File: src/ttc_pkg.sv
/*
  Package for the touch threshold compare block: register offsets, reset values,
  field positions, fraction codes and the structs that carry bus requests and
  per-channel compare flags.
  Assumes a single 10 MHz clock domain and an 8-bit register port in front of it.
*/
// Function
// - a touch is declared on a channel only when its delta count is above its own threshold.
// - with button broadcast set, a write to the first threshold also loads thresholds 31h-36h.
// - with group broadcast set, a write to 30h also loads the group threshold 37h and 40h.
// - each threshold register other than 30h, button or group, stays writable on its own without side effects.
// - a sample above the noise limit but not the touch limit is a noise spike, kept from recal.
// - a noise fraction code 00/01/10/11 selects 6.25/12.5/25/50 percent of the touch threshold.
// - the first noise register holds sensors 4..1 in bit pairs 7-6 down to 1-0.
// - the second noise register holds group in 7-6, then sensors 7, 6, 5 in 5-4, 3-2, 1-0.
// - a sensor above its lid limit sets its bit in the lid status output.
// - a lid fraction code uses the same four fractions as the noise code.
// - the first lid register holds sensors 4, 3, 2, 1 in bit pairs 7-6, 5-4, 3-2, 1-0.
// - the second lid register holds sensors 8, 7, 6, 5 in bit pairs 7-6, 5-4, 3-2, 1-0.
// - the third lid register holds sensors 12, 11, 10, 9 in bit pairs 7-6, 5-4, 3-2, 1-0.
// - the fourth lid register holds sensor 14 in bits 3-2, sensor 13 in 1-0, upper bits unused.
// - button broadcast is config bit 7, reset set; group broadcast is bit 6, reset clear.
`default_nettype none
package ttc_pkg;

  // sizes
  localparam int unsigned TTC_NUM_SENSORS = 14;
  localparam int unsigned TTC_NUM_BUTTONS = 7;
  localparam int unsigned TTC_DELTA_W = 8;
  localparam int unsigned TTC_THR_W = 7;
  localparam int unsigned TTC_CODE_W = 2;

  // register offsets
  localparam logic [7:0] TTC_OFS_RECAL_CFG = 8'h2f;
  localparam logic [7:0] TTC_OFS_THR1 = 8'h30;
  localparam logic [7:0] TTC_OFS_THR7 = 8'h36;
  localparam logic [7:0] TTC_OFS_THR_GRP = 8'h37;
  localparam logic [7:0] TTC_OFS_NOISE1 = 8'h38;
  localparam logic [7:0] TTC_OFS_NOISE2 = 8'h39;
  localparam logic [7:0] TTC_OFS_LID1 = 8'h3a;
  localparam logic [7:0] TTC_OFS_LID2 = 8'h3b;
  localparam logic [7:0] TTC_OFS_LID3 = 8'h3c;
  localparam logic [7:0] TTC_OFS_LID4 = 8'h3d;
  localparam logic [7:0] TTC_OFS_THR_CH14 = 8'h40;

  // reset values
  localparam logic [7:0] TTC_RST_RECAL_CFG = 8'h93;
  localparam logic [6:0] TTC_RST_THR = 7'h40;
  localparam logic [7:0] TTC_RST_NOISE1 = 8'haa;
  localparam logic [7:0] TTC_RST_NOISE2 = 8'haa;
  localparam logic [7:0] TTC_RST_LID1 = 8'haa;
  localparam logic [7:0] TTC_RST_LID2 = 8'haa;
  localparam logic [7:0] TTC_RST_LID3 = 8'haa;
  localparam logic [3:0] TTC_RST_LID4 = 4'ha;

  // field positions
  localparam int unsigned TTC_BIT_BTN_BCAST = 7;
  localparam int unsigned TTC_BIT_GRP_BCAST = 6;
  localparam logic [7:0] TTC_MASK_RECAL_CFG = 8'hdf;
  localparam int unsigned TTC_POS_GRP_NOISE = 6;
  localparam int unsigned TTC_LID4_W = 4;

  // fraction of the touch threshold
  typedef enum logic [1:0] {
    TTC_FRAC_SIXTEENTH = 2'h0,
    TTC_FRAC_EIGHTH = 2'h1,
    TTC_FRAC_QUARTER = 2'h2,
    TTC_FRAC_HALF = 2'h3
  } ttc_frac_e;

  // one register port request
  typedef struct packed {
    logic wr;
    logic rd;
    logic [7:0] addr;
    logic [7:0] wdata;
  } ttc_reg_req_s;

  // compare results of one channel
  typedef struct packed {
    logic touch;
    logic noise;
    logic lid;
  } ttc_flags_s;

endpackage
`default_nettype wire

File: src/ttc_threshold_compare.sv
/*
  Threshold registers and per-sample comparison for fourteen touch channels.
  Holds the sensor, group and channel-fourteen thresholds, the noise and lid
  fraction registers and the broadcast controls, and classifies each sample.
  Assumes the register port and the delta counts come from logic on i_mclk,
  so neither passes a synchroniser, and that wr and rd never come together.
*/
`timescale 1ns/1ps
`default_nettype none
module ttc_threshold_compare #(
  parameter int unsigned DELTA_W = ttc_pkg::TTC_DELTA_W
) (
  input wire logic i_mclk,
  input wire logic i_rst_n,
  input wire ttc_pkg::ttc_reg_req_s i_reg_req,
  output logic [7:0] o_reg_rdata,
  output logic o_reg_ack,
  input wire logic i_sample_valid,
  input wire logic [ttc_pkg::TTC_NUM_SENSORS*DELTA_W-1:0] i_delta,
  output logic o_result_valid,
  output logic [ttc_pkg::TTC_NUM_SENSORS-1:0] o_touch,
  output logic [ttc_pkg::TTC_NUM_SENSORS-1:0] o_noise_spike,
  output logic [ttc_pkg::TTC_NUM_SENSORS-1:0] o_lid_status,
  output logic o_button_threshold_broadcast_en,
  output logic o_group_threshold_broadcast_en
);
  import ttc_pkg::*;

  // register state
  logic [7:0] recal_cfg;
  logic [TTC_THR_W-1:0] thr_btn [TTC_NUM_BUTTONS];
  logic [TTC_THR_W-1:0] thr_grp;
  logic [TTC_THR_W-1:0] thr_channel_fourteen;
  logic [7:0] noise_fraction_sensors_1_to_4;
  logic [7:0] noise_fraction_sensors_5_to_7_group;
  logic [7:0] lid_fraction_sensors_1_to_4;
  logic [7:0] lid_fraction_sensors_5_to_8;
  logic [7:0] lid_fraction_sensors_9_to_12;
  logic [TTC_LID4_W-1:0] lid_fraction_sensors_13_14;

  // write decode
  logic wr_cfg;
  logic wr_thr1;
  logic wr_grp;
  logic wr_ch14;
  logic wr_noise1;
  logic wr_noise2;
  logic wr_lid1;
  logic wr_lid2;
  logic wr_lid3;
  logic wr_lid4;
  logic [TTC_NUM_BUTTONS-1:0] wr_btn;
  logic button_threshold_broadcast_en;
  logic group_threshold_broadcast_en;

  // per-channel views
  logic [TTC_THR_W-1:0] chan_thr [TTC_NUM_SENSORS];
  logic [TTC_CODE_W-1:0] chan_noise_code [TTC_NUM_SENSORS];
  logic [TTC_CODE_W-1:0] chan_lid_code [TTC_NUM_SENSORS];
  logic [2*TTC_NUM_SENSORS-1:0] lid_codes_all;
  ttc_flags_s chan_flags [TTC_NUM_SENSORS];
  logic [TTC_NUM_SENSORS-1:0] next_touch;
  logic [TTC_NUM_SENSORS-1:0] next_noise;
  logic [TTC_NUM_SENSORS-1:0] next_lid;
  logic [7:0] next_rdata;

  // broadcast enables from the recal config
  assign button_threshold_broadcast_en = recal_cfg[TTC_BIT_BTN_BCAST];
  assign group_threshold_broadcast_en = recal_cfg[TTC_BIT_GRP_BCAST];

  // single-register write strobes
  always_comb begin
    wr_cfg = 1'b0;
    wr_grp = 1'b0;
    wr_ch14 = 1'b0;
    wr_noise1 = 1'b0;
    wr_noise2 = 1'b0;
    wr_lid1 = 1'b0;
    wr_lid2 = 1'b0;
    wr_lid3 = 1'b0;
    wr_lid4 = 1'b0;
    if (!i_reg_req.wr) begin
      wr_cfg = 1'b0;
    end else if (i_reg_req.addr == TTC_OFS_RECAL_CFG) begin
      wr_cfg = 1'b1;
    end else if (i_reg_req.addr == TTC_OFS_THR_GRP) begin
      wr_grp = 1'b1;
    end else if (i_reg_req.addr == TTC_OFS_THR_CH14) begin
      wr_ch14 = 1'b1;
    end else if (i_reg_req.addr == TTC_OFS_NOISE1) begin
      wr_noise1 = 1'b1;
    end else if (i_reg_req.addr == TTC_OFS_NOISE2) begin
      wr_noise2 = 1'b1;
    end else if (i_reg_req.addr == TTC_OFS_LID1) begin
      wr_lid1 = 1'b1;
    end else if (i_reg_req.addr == TTC_OFS_LID2) begin
      wr_lid2 = 1'b1;
    end else if (i_reg_req.addr == TTC_OFS_LID3) begin
      wr_lid3 = 1'b1;
    end else if (i_reg_req.addr == TTC_OFS_LID4) begin
      wr_lid4 = 1'b1;
    end
  end

  // the first sensor threshold is the broadcast source
  assign wr_thr1 = wr_btn[0];

  // recalibration config; bit 5 is reserved and reads zero
  always_ff @(posedge i_mclk) begin
    if (!i_rst_n) begin
      recal_cfg <= TTC_RST_RECAL_CFG;
    end else if (wr_cfg) begin
      recal_cfg <= i_reg_req.wdata & TTC_MASK_RECAL_CFG;
    end
  end

  // button thresholds: own write, or broadcast from the first one
  genvar gb;
  generate
    for (gb = 0; gb < TTC_NUM_BUTTONS; gb++) begin : g_btn
      assign wr_btn[gb] = i_reg_req.wr && (i_reg_req.addr == TTC_OFS_THR1 + 8'(gb));
      always_ff @(posedge i_mclk) begin
        if (!i_rst_n) begin
          thr_btn[gb] <= TTC_RST_THR;
        end else if (wr_btn[gb]) begin
          thr_btn[gb] <= i_reg_req.wdata[TTC_THR_W-1:0];
        end else if (wr_thr1 && button_threshold_broadcast_en) begin
          thr_btn[gb] <= i_reg_req.wdata[TTC_THR_W-1:0];
        end
      end
    end
  endgenerate

  // group threshold: own write, or group broadcast
  always_ff @(posedge i_mclk) begin
    if (!i_rst_n) begin
      thr_grp <= TTC_RST_THR;
    end else if (wr_grp) begin
      thr_grp <= i_reg_req.wdata[TTC_THR_W-1:0];
    end else if (wr_thr1 && group_threshold_broadcast_en) begin
      thr_grp <= i_reg_req.wdata[TTC_THR_W-1:0];
    end
  end

  // channel fourteen threshold follows the group broadcast too
  always_ff @(posedge i_mclk) begin
    if (!i_rst_n) begin
      thr_channel_fourteen <= TTC_RST_THR;
    end else if (wr_ch14) begin
      thr_channel_fourteen <= i_reg_req.wdata[TTC_THR_W-1:0];
    end else if (wr_thr1 && group_threshold_broadcast_en) begin
      thr_channel_fourteen <= i_reg_req.wdata[TTC_THR_W-1:0];
    end
  end

  // first noise fraction register, sensors 4 down to 1
  always_ff @(posedge i_mclk) begin
    if (!i_rst_n) begin
      noise_fraction_sensors_1_to_4 <= TTC_RST_NOISE1;
    end else if (wr_noise1) begin
      noise_fraction_sensors_1_to_4 <= i_reg_req.wdata;
    end
  end

  // second noise fraction register, group then sensors 7 down to 5
  always_ff @(posedge i_mclk) begin
    if (!i_rst_n) begin
      noise_fraction_sensors_5_to_7_group <= TTC_RST_NOISE2;
    end else if (wr_noise2) begin
      noise_fraction_sensors_5_to_7_group <= i_reg_req.wdata;
    end
  end

  // first lid fraction register, sensors 4 down to 1
  always_ff @(posedge i_mclk) begin
    if (!i_rst_n) begin
      lid_fraction_sensors_1_to_4 <= TTC_RST_LID1;
    end else if (wr_lid1) begin
      lid_fraction_sensors_1_to_4 <= i_reg_req.wdata;
    end
  end

  // second lid fraction register, sensors 8 down to 5
  always_ff @(posedge i_mclk) begin
    if (!i_rst_n) begin
      lid_fraction_sensors_5_to_8 <= TTC_RST_LID2;
    end else if (wr_lid2) begin
      lid_fraction_sensors_5_to_8 <= i_reg_req.wdata;
    end
  end

  // third lid fraction register, grouped sensors 12 down to 9
  always_ff @(posedge i_mclk) begin
    if (!i_rst_n) begin
      lid_fraction_sensors_9_to_12 <= TTC_RST_LID3;
    end else if (wr_lid3) begin
      lid_fraction_sensors_9_to_12 <= i_reg_req.wdata;
    end
  end

  // fourth lid fraction register keeps only its low nibble
  always_ff @(posedge i_mclk) begin
    if (!i_rst_n) begin
      lid_fraction_sensors_13_14 <= TTC_RST_LID4;
    end else if (wr_lid4) begin
      lid_fraction_sensors_13_14 <= i_reg_req.wdata[TTC_LID4_W-1:0];
    end
  end

  // readback value for the addressed register
  always_comb begin
    next_rdata = 8'h00;
    if (i_reg_req.addr == TTC_OFS_RECAL_CFG) begin
      next_rdata = recal_cfg;
    end else if (i_reg_req.addr >= TTC_OFS_THR1 && i_reg_req.addr <= TTC_OFS_THR7) begin
      next_rdata = {1'b0, thr_btn[i_reg_req.addr[2:0]]};
    end else if (i_reg_req.addr == TTC_OFS_THR_GRP) begin
      next_rdata = {1'b0, thr_grp};
    end else if (i_reg_req.addr == TTC_OFS_THR_CH14) begin
      next_rdata = {1'b0, thr_channel_fourteen};
    end else if (i_reg_req.addr == TTC_OFS_NOISE1) begin
      next_rdata = noise_fraction_sensors_1_to_4;
    end else if (i_reg_req.addr == TTC_OFS_NOISE2) begin
      next_rdata = noise_fraction_sensors_5_to_7_group;
    end else if (i_reg_req.addr == TTC_OFS_LID1) begin
      next_rdata = lid_fraction_sensors_1_to_4;
    end else if (i_reg_req.addr == TTC_OFS_LID2) begin
      next_rdata = lid_fraction_sensors_5_to_8;
    end else if (i_reg_req.addr == TTC_OFS_LID3) begin
      next_rdata = lid_fraction_sensors_9_to_12;
    end else if (i_reg_req.addr == TTC_OFS_LID4) begin
      next_rdata = {4'h0, lid_fraction_sensors_13_14};
    end
  end

  // read data held until the next read
  always_ff @(posedge i_mclk) begin
    if (!i_rst_n) begin
      o_reg_rdata <= 8'h00;
    end else if (i_reg_req.rd) begin
      o_reg_rdata <= next_rdata;
    end
  end

  // one-cycle acknowledge for every access, mapped or not
  always_ff @(posedge i_mclk) begin
    if (!i_rst_n) begin
      o_reg_ack <= 1'b0;
    end else begin
      o_reg_ack <= i_reg_req.wr || i_reg_req.rd;
    end
  end

  // button broadcast enable shown at its pin, one cycle late
  always_ff @(posedge i_mclk) begin
    if (!i_rst_n) begin
      o_button_threshold_broadcast_en <= TTC_RST_RECAL_CFG[TTC_BIT_BTN_BCAST];
    end else begin
      o_button_threshold_broadcast_en <= button_threshold_broadcast_en;
    end
  end

  // group broadcast enable shown at its pin, one cycle late
  always_ff @(posedge i_mclk) begin
    if (!i_rst_n) begin
      o_group_threshold_broadcast_en <= TTC_RST_RECAL_CFG[TTC_BIT_GRP_BCAST];
    end else begin
      o_group_threshold_broadcast_en <= group_threshold_broadcast_en;
    end
  end

  // all lid codes, sensor 1 in the low pair
  assign lid_codes_all = {lid_fraction_sensors_13_14, lid_fraction_sensors_9_to_12,
                          lid_fraction_sensors_5_to_8, lid_fraction_sensors_1_to_4};

  // per-channel base threshold, codes and compare
  genvar gc;
  generate
    for (gc = 0; gc < TTC_NUM_SENSORS; gc++) begin : g_chan
      if (gc < TTC_NUM_BUTTONS) begin : g_button
        assign chan_thr[gc] = thr_btn[gc];
      end else if (gc == TTC_NUM_SENSORS - 1) begin : g_fourteen
        assign chan_thr[gc] = thr_channel_fourteen;
      end else begin : g_grouped
        assign chan_thr[gc] = thr_grp;
      end
      if (gc < 4) begin : g_noise_lo
        assign chan_noise_code[gc] = noise_fraction_sensors_1_to_4[2*gc +: 2];
      end else if (gc < TTC_NUM_BUTTONS) begin : g_noise_hi
        assign chan_noise_code[gc] = noise_fraction_sensors_5_to_7_group[2*(gc-4) +: 2];
      end else begin : g_noise_grp
        assign chan_noise_code[gc] =
          noise_fraction_sensors_5_to_7_group[TTC_POS_GRP_NOISE +: 2];
      end
      assign chan_lid_code[gc] = lid_codes_all[2*gc +: 2];
      ttc_channel_compare #(
        .DELTA_W(DELTA_W)
      ) u_cmp (
        .i_delta(i_delta[gc*DELTA_W +: DELTA_W]),
        .i_threshold(chan_thr[gc]),
        .i_noise_code(chan_noise_code[gc]),
        .i_lid_code(chan_lid_code[gc]),
        .o_flags(chan_flags[gc])
      );
      assign next_touch[gc] = chan_flags[gc].touch;
      assign next_noise[gc] = chan_flags[gc].noise;
      assign next_lid[gc] = chan_flags[gc].lid;
    end
  endgenerate

  // touch flags captured on every completed sample
  always_ff @(posedge i_mclk) begin
    if (!i_rst_n) begin
      o_touch <= '0;
    end else if (i_sample_valid) begin
      o_touch <= next_touch;
    end
  end

  // noise spike flags, held until the next sample
  always_ff @(posedge i_mclk) begin
    if (!i_rst_n) begin
      o_noise_spike <= '0;
    end else if (i_sample_valid) begin
      o_noise_spike <= next_noise;
    end
  end

  // lid status is a per-sample level, not sticky
  always_ff @(posedge i_mclk) begin
    if (!i_rst_n) begin
      o_lid_status <= '0;
    end else if (i_sample_valid) begin
      o_lid_status <= next_lid;
    end
  end

  // result strobe one cycle after the sample
  always_ff @(posedge i_mclk) begin
    if (!i_rst_n) begin
      o_result_valid <= 1'b0;
    end else begin
      o_result_valid <= i_sample_valid;
    end
  end

endmodule // ttc_threshold_compare
`default_nettype wire

File: src/ttc_channel_compare.sv
/*
  One channel of threshold comparison: touch, noise spike and lid limits.
  Assumes the caller registers the flags; this module is purely combinational.
*/
`timescale 1ns/1ps
`default_nettype none
module ttc_channel_compare #(
  parameter int unsigned DELTA_W = ttc_pkg::TTC_DELTA_W
) (
  input wire logic [DELTA_W-1:0] i_delta,
  input wire logic [ttc_pkg::TTC_THR_W-1:0] i_threshold,
  input wire logic [ttc_pkg::TTC_CODE_W-1:0] i_noise_code,
  input wire logic [ttc_pkg::TTC_CODE_W-1:0] i_lid_code,
  output ttc_pkg::ttc_flags_s o_flags
);
  import ttc_pkg::*;

  logic [TTC_THR_W-1:0] noise_limit;
  logic [TTC_THR_W-1:0] lid_limit;

  // fraction of the threshold by right shift
  function automatic logic [TTC_THR_W-1:0] frac_of(input logic [TTC_THR_W-1:0] thr,
                                                   input logic [TTC_CODE_W-1:0] code);
    logic [TTC_THR_W-1:0] res;
    res = thr >> 4;
    case (ttc_frac_e'(code))
      TTC_FRAC_SIXTEENTH: res = thr >> 4;
      TTC_FRAC_EIGHTH: res = thr >> 3;
      TTC_FRAC_QUARTER: res = thr >> 2;
      TTC_FRAC_HALF: res = thr >> 1;
      default: res = thr >> 2;
    endcase
    return res;
  endfunction

  // limits for this channel
  assign noise_limit = frac_of(i_threshold, i_noise_code);
  assign lid_limit = frac_of(i_threshold, i_lid_code);

  // the three comparisons
  always_comb begin
    o_flags.touch = i_delta > DELTA_W'(i_threshold);
    o_flags.noise = (i_delta > DELTA_W'(noise_limit)) && !o_flags.touch;
    o_flags.lid = i_delta > DELTA_W'(lid_limit);
  end

endmodule // ttc_channel_compare
`default_nettype wire

File: config.mk
export PLATFORM = sky130hd
export DESIGN_NAME = ttc_threshold_compare
export DESIGN_NICKNAME = d
export VERILOG_FILES = /design/src/ttc_pkg.sv /design/src/ttc_threshold_compare.sv /design/src/ttc_channel_compare.sv
export SDC_FILE = /design/constraint.sdc
export NUM_CORES = 1
export LEC_CHECK = 0
export BUFFER_PORTS_ARGS = -buffer_cell sky130_fd_sc_hd__buf_2
export CORE_ASPECT_RATIO = 0.8
export CORE_MARGIN = 3
export CORE_UTILIZATION = 53
export DETAILED_ROUTE_END_ITERATION = 8
export GPL_TIMING_DRIVEN = 0
export HOLD_SLACK_MARGIN = 0.02
export PLACE_DENSITY = 0.83
export SLEW_MARGIN = 10
export SYNTH_ARGS = -nofsm -noshare
export SYNTH_HDL_FRONTEND = slang
export SYNTH_HIERARCHICAL = 1
export SYNTH_SLANG_ARGS = --single-unit
File: constraint.sdc
create_clock -name i_mclk -period 2.9 [get_ports i_mclk]
set_clock_uncertainty 0.05 [all_clocks]
set_input_delay 0.58 -clock i_mclk [delete_from_list [all_inputs] [get_ports i_mclk]]
set_output_delay 0.58 -clock i_mclk [all_outputs]
set_load 0.01 [all_outputs]
==> flow_summary.json <==
{
  "status": "finished, final reports clean",
  "synth_edf_count": 49,
  "cpMostUsedCell": "o21ai_0",
  "dp_hpwl_mm": 43.1,
  "ir_drop_mv": 0.407,
  "synth-compound-area-share_pct": 18.1,
  "synth-xor-area-share_pct": 0,
  "std_cell_rows": 57,
  "max_cap_violations": 0,
  "cts_buffers": 17,
  "p_total_mw": 6.24,
  "synth_fa_ha_area_share_pct": 19.7,
  "nets": 2675,
  "clock_sinks": 168,
  "synth_seq_area_share_pct": 22.8,
  "grt_pass1_vias": 15900,
  "synthCells": 2076,
  "yosysUniqueCellTypes": 67,
  "clock_tree.buffer_depth": 2,
  "arrival_ns": 2.78,
  "slowest_delay_ns": 0.86,
  "yosysTopAreaCellShare_pct": 19.7,
  "start_kind": "primary input",
  "slowest_stage": "o21ai_0",
  "hp-class": "reg -> reg",
  "cp-end-kind": "flip-flop",
  "drt_pass1_iterations": 8,
  "path_class": "in -> reg",
  "synth-seq-cells": 168,
  "final_cell_mix": "nand2_1, ha_1, buf_2, a21oi_1, mux2i_1",
  "final.min_clock_period_ns": 2.77,
  "postRouteAntennaNets": 0,
  "setup_viol": 0,
  "wl_per_cell_um": 20.7,
  "grt_pass1_wl_mm": 86.5,
  "period_share_pct": 95.4,
  "via_count": 16900,
  "netlist_area_um2": 16900,
  "synthArstFlopShare_pct": 0,
  "grt_overflow": 0,
  "drc": 0,
  "chipHeight_um": 166,
  "drtIter0Drc": 1956,
  "core_um2": 30900,
  "drt-total-wl_mm": 56.0,
  "cts_hold_buf": 0,
  "pwr-share-clk_pct": 38.5,
  "synthesis.nets": 2475,
  "initial_core_util_pct": 54.6,
  "maxSlewViolCount": 0,
  "grt.total_usage_pct": 32.5,
  "rsz0062_at_grt": "false",
  "syn_to_final_growth_pct": 12.2,
  "p_int_mw": 4.35,
  "power_density_nw_per_um2": 329,
  "fin_tns_setup_ns": 0,
  "p_sw_mw": 1.89,
  "synth_area_leaders": "ha_1, dfxtp_1, mux2i_1",
  "relSlewSlack_pct": 6.84,
  "stdcell_count": 2703,
  "synth_top_area_cell": "ha_1",
  "drive_above_1_share_pct": 13.8,
  "p_comb_share_pct": 20.6,
  "crit_required_ns": 2.91,
  "synth_top_family_by_area": "simple AND/OR/NAND/NOR gates",
  "cts-root-buf": "clkbuf_16",
  "fmax_mhz": 361,
  "die_x_um": 205,
  "hold_viol_final": 0,
  "synth_simple_gate_area_share_pct": 21.8,
  "crit_chain": "buf_6, nor2_1, clkbuf_1, o21ai_0, o21ai_0",
  "grt_max_degree": 33,
  "path_clk_slew_ns": 0.07,
  "dp.cells": 2670,
  "clock_latency_ns": 0.44,
  "synthMuxAreaShare_pct": 11.8,
  "critPathBufInv": 2,
  "via_per_inst": 6.25,
  "syn_area_per_cell_um2": 8.13,
  "cts_max_level": 4,
  "cp_top_family": "compound AO/OA/AOI/OAI gates",
  "synth_top_flop_cell": "dfxtp_1",
  "leakagePower_nw": 8.28,
  "antenna_found_initial": 2,
  "worst_pin_slew_ns": 1.40,
  "numPortBuffers": 181,
  "ys_warn_count": 6,
  "crit_fanout": 10,
  "seqPwrFrac_pct": 40.8,
  "fp.dieArea_um2": 34000,
  "gp_congestion": 1.02,
  "pin_count": 187,
  "cts_setup_buffers": 0,
  "tritoncts": "done",
  "sw_frac_of_total_pct": 30.3,
  "final_common_cell": "nand2_1"
}
==> layer usage <==
metal | global-route usage (%) | share of wire (%)
met1 | 45.8 | 44
met2 | 48.8 | 42
met3 | 8.31 | 11
met4 | 10.0 | 2.9
met5 | 0 | 0.023
==> worst paths after layout <==
path                                                             start           endpoint  slack [ns]  depth (start not counted)
worst max-delay path                                      i_reg_req[8]      thr_btn[4][6]        0.13                          5
worst min-delay path                                      recal_cfg[2]       recal_cfg[2]        0.41                          2
worst max register to register  noise_fraction_sensors_5_to_7_group[7]  o_noise_spike[12]        0.20                         10
worst min register to register                            recal_cfg[2]       recal_cfg[2]        0.41                          2
==> cell type report <==
cell class | instances | area, um^2
repair buffers | 181 | 906
fillers | 2704 | 12000
inverters | 132 | 495
clock buffers | 22 | 507
plain buffers | 110 | 472
clock inverters | 10 | 104
well taps | 413 | 517
flip-flops and latches | 168 | 3870
multi-input cells | 1666 | 12100
diodes | 1 | 2.50
==> flip-flops by register name, summed over array words and instances (netlist names) <==
signal                               count
o_result_valid                           1
o_noise_spike                           14
o_reg_rdata                              8
thr_btn                                 49
thr_grp                                  7
lid_fraction_sensors_5_to_8              8
o_lid_status                            14
o_button_threshold_broadcast_en          1
lid_fraction_sensors_13_14               4
noise_fraction_sensors_1_to_4            8
o_reg_ack                                1
lid_fraction_sensors_1_to_4              8
lid_fraction_sensors_9_to_12             8
thr_channel_fourteen                     7
o_touch                                 14
noise_fraction_sensors_5_to_7_group      8
o_group_threshold_broadcast_en           1
recal_cfg                                7
==> cell usage after synthesis (3+ instances only) <==
cell type / number
o22a_2: 14
buf_2: 29
edfxtp_1: 49
nand2_1: 317
buf_4: 3
o21ai_0: 99
a31oi_1: 4
a21boi_0: 5
nor2_1: 77
a21oi_1: 151
dfxtp_1: 119
a311oi_2: 14
and2_1: 47
nand4_1: 39
nor2b_1: 96
inv_1: 132
a21boi_1: 3
ha_1: 266
o211ai_1: 76
nand3_1: 76
o21bai_1: 3
clkbuf_1: 75
o22ai_1: 11
a211oi_1: 18
nand2b_1: 28
mux2i_1: 149
mux4_2: 19
nand4b_1: 20
or3_1: 4
nor3_1: 17
o21ai_1: 65
==> logic make-up after synthesis <==
logic type,after synthesis
mux,172
simple gates,739
buf+inv,242
fa+ha+maj,266
compound gates,489
flops,168
==> what timing repair did <==
action                                  in CTS  in global routing
endpoints found under the setup margin       7                 13
gates cloned                                 0                  0
gates resized for setup                      3                  7
==> stage by stage <==
| stage | setup WS [ns] | area [um^2] | hold WS, ns | utilization, % |
|---|---|---|---|---|
| floorplan | 0.438 | 16900 | 0.381 | - |
| global placement | -0.212 | 18300 | 0.399 | 59.2 |
| detailed placement | -0.317 | 18300 | 0.398 | 59.3 |
| CTS | 0.00260 | 18900 | 0.410 | 61.2 |
| global route | 0.0211 | 18900 | 0.438 | 61.3 |
| finish | 0.132 | 18900 | 0.406 | 61.3 |
==> worst register-to-register path: stages, from the launching register on <==
cell and delay, ns:
dfxtp_1 0.73, clkbuf_1 0.39, mux4_2 0.37, ha_1 0.19, inv_1 0.05, a21oi_1 0.05
o21ai_0 0.23, nand2b_1 0.10, a311oi_2 0.26, mux2i_1 0.10, nor2b_1 0.12
==> power groups by stage <==
stage / Sequential, mW / Clock, mW / Combinational [mW]
2_1_floorplan: 2.60 / 0 / 0.746
5_1_grt: 2.55 / 2.51 / 1.41
6_report: 2.55 / 2.40 / 1.29
3_5_place_dp: 2.60 / 0 / 1.25
4_1_cts: 2.55 / 2.41 / 1.26
3_3_place_gp: 2.60 / 0 / 1.19
No activity file was read; power rests on OpenSTA's default activity.
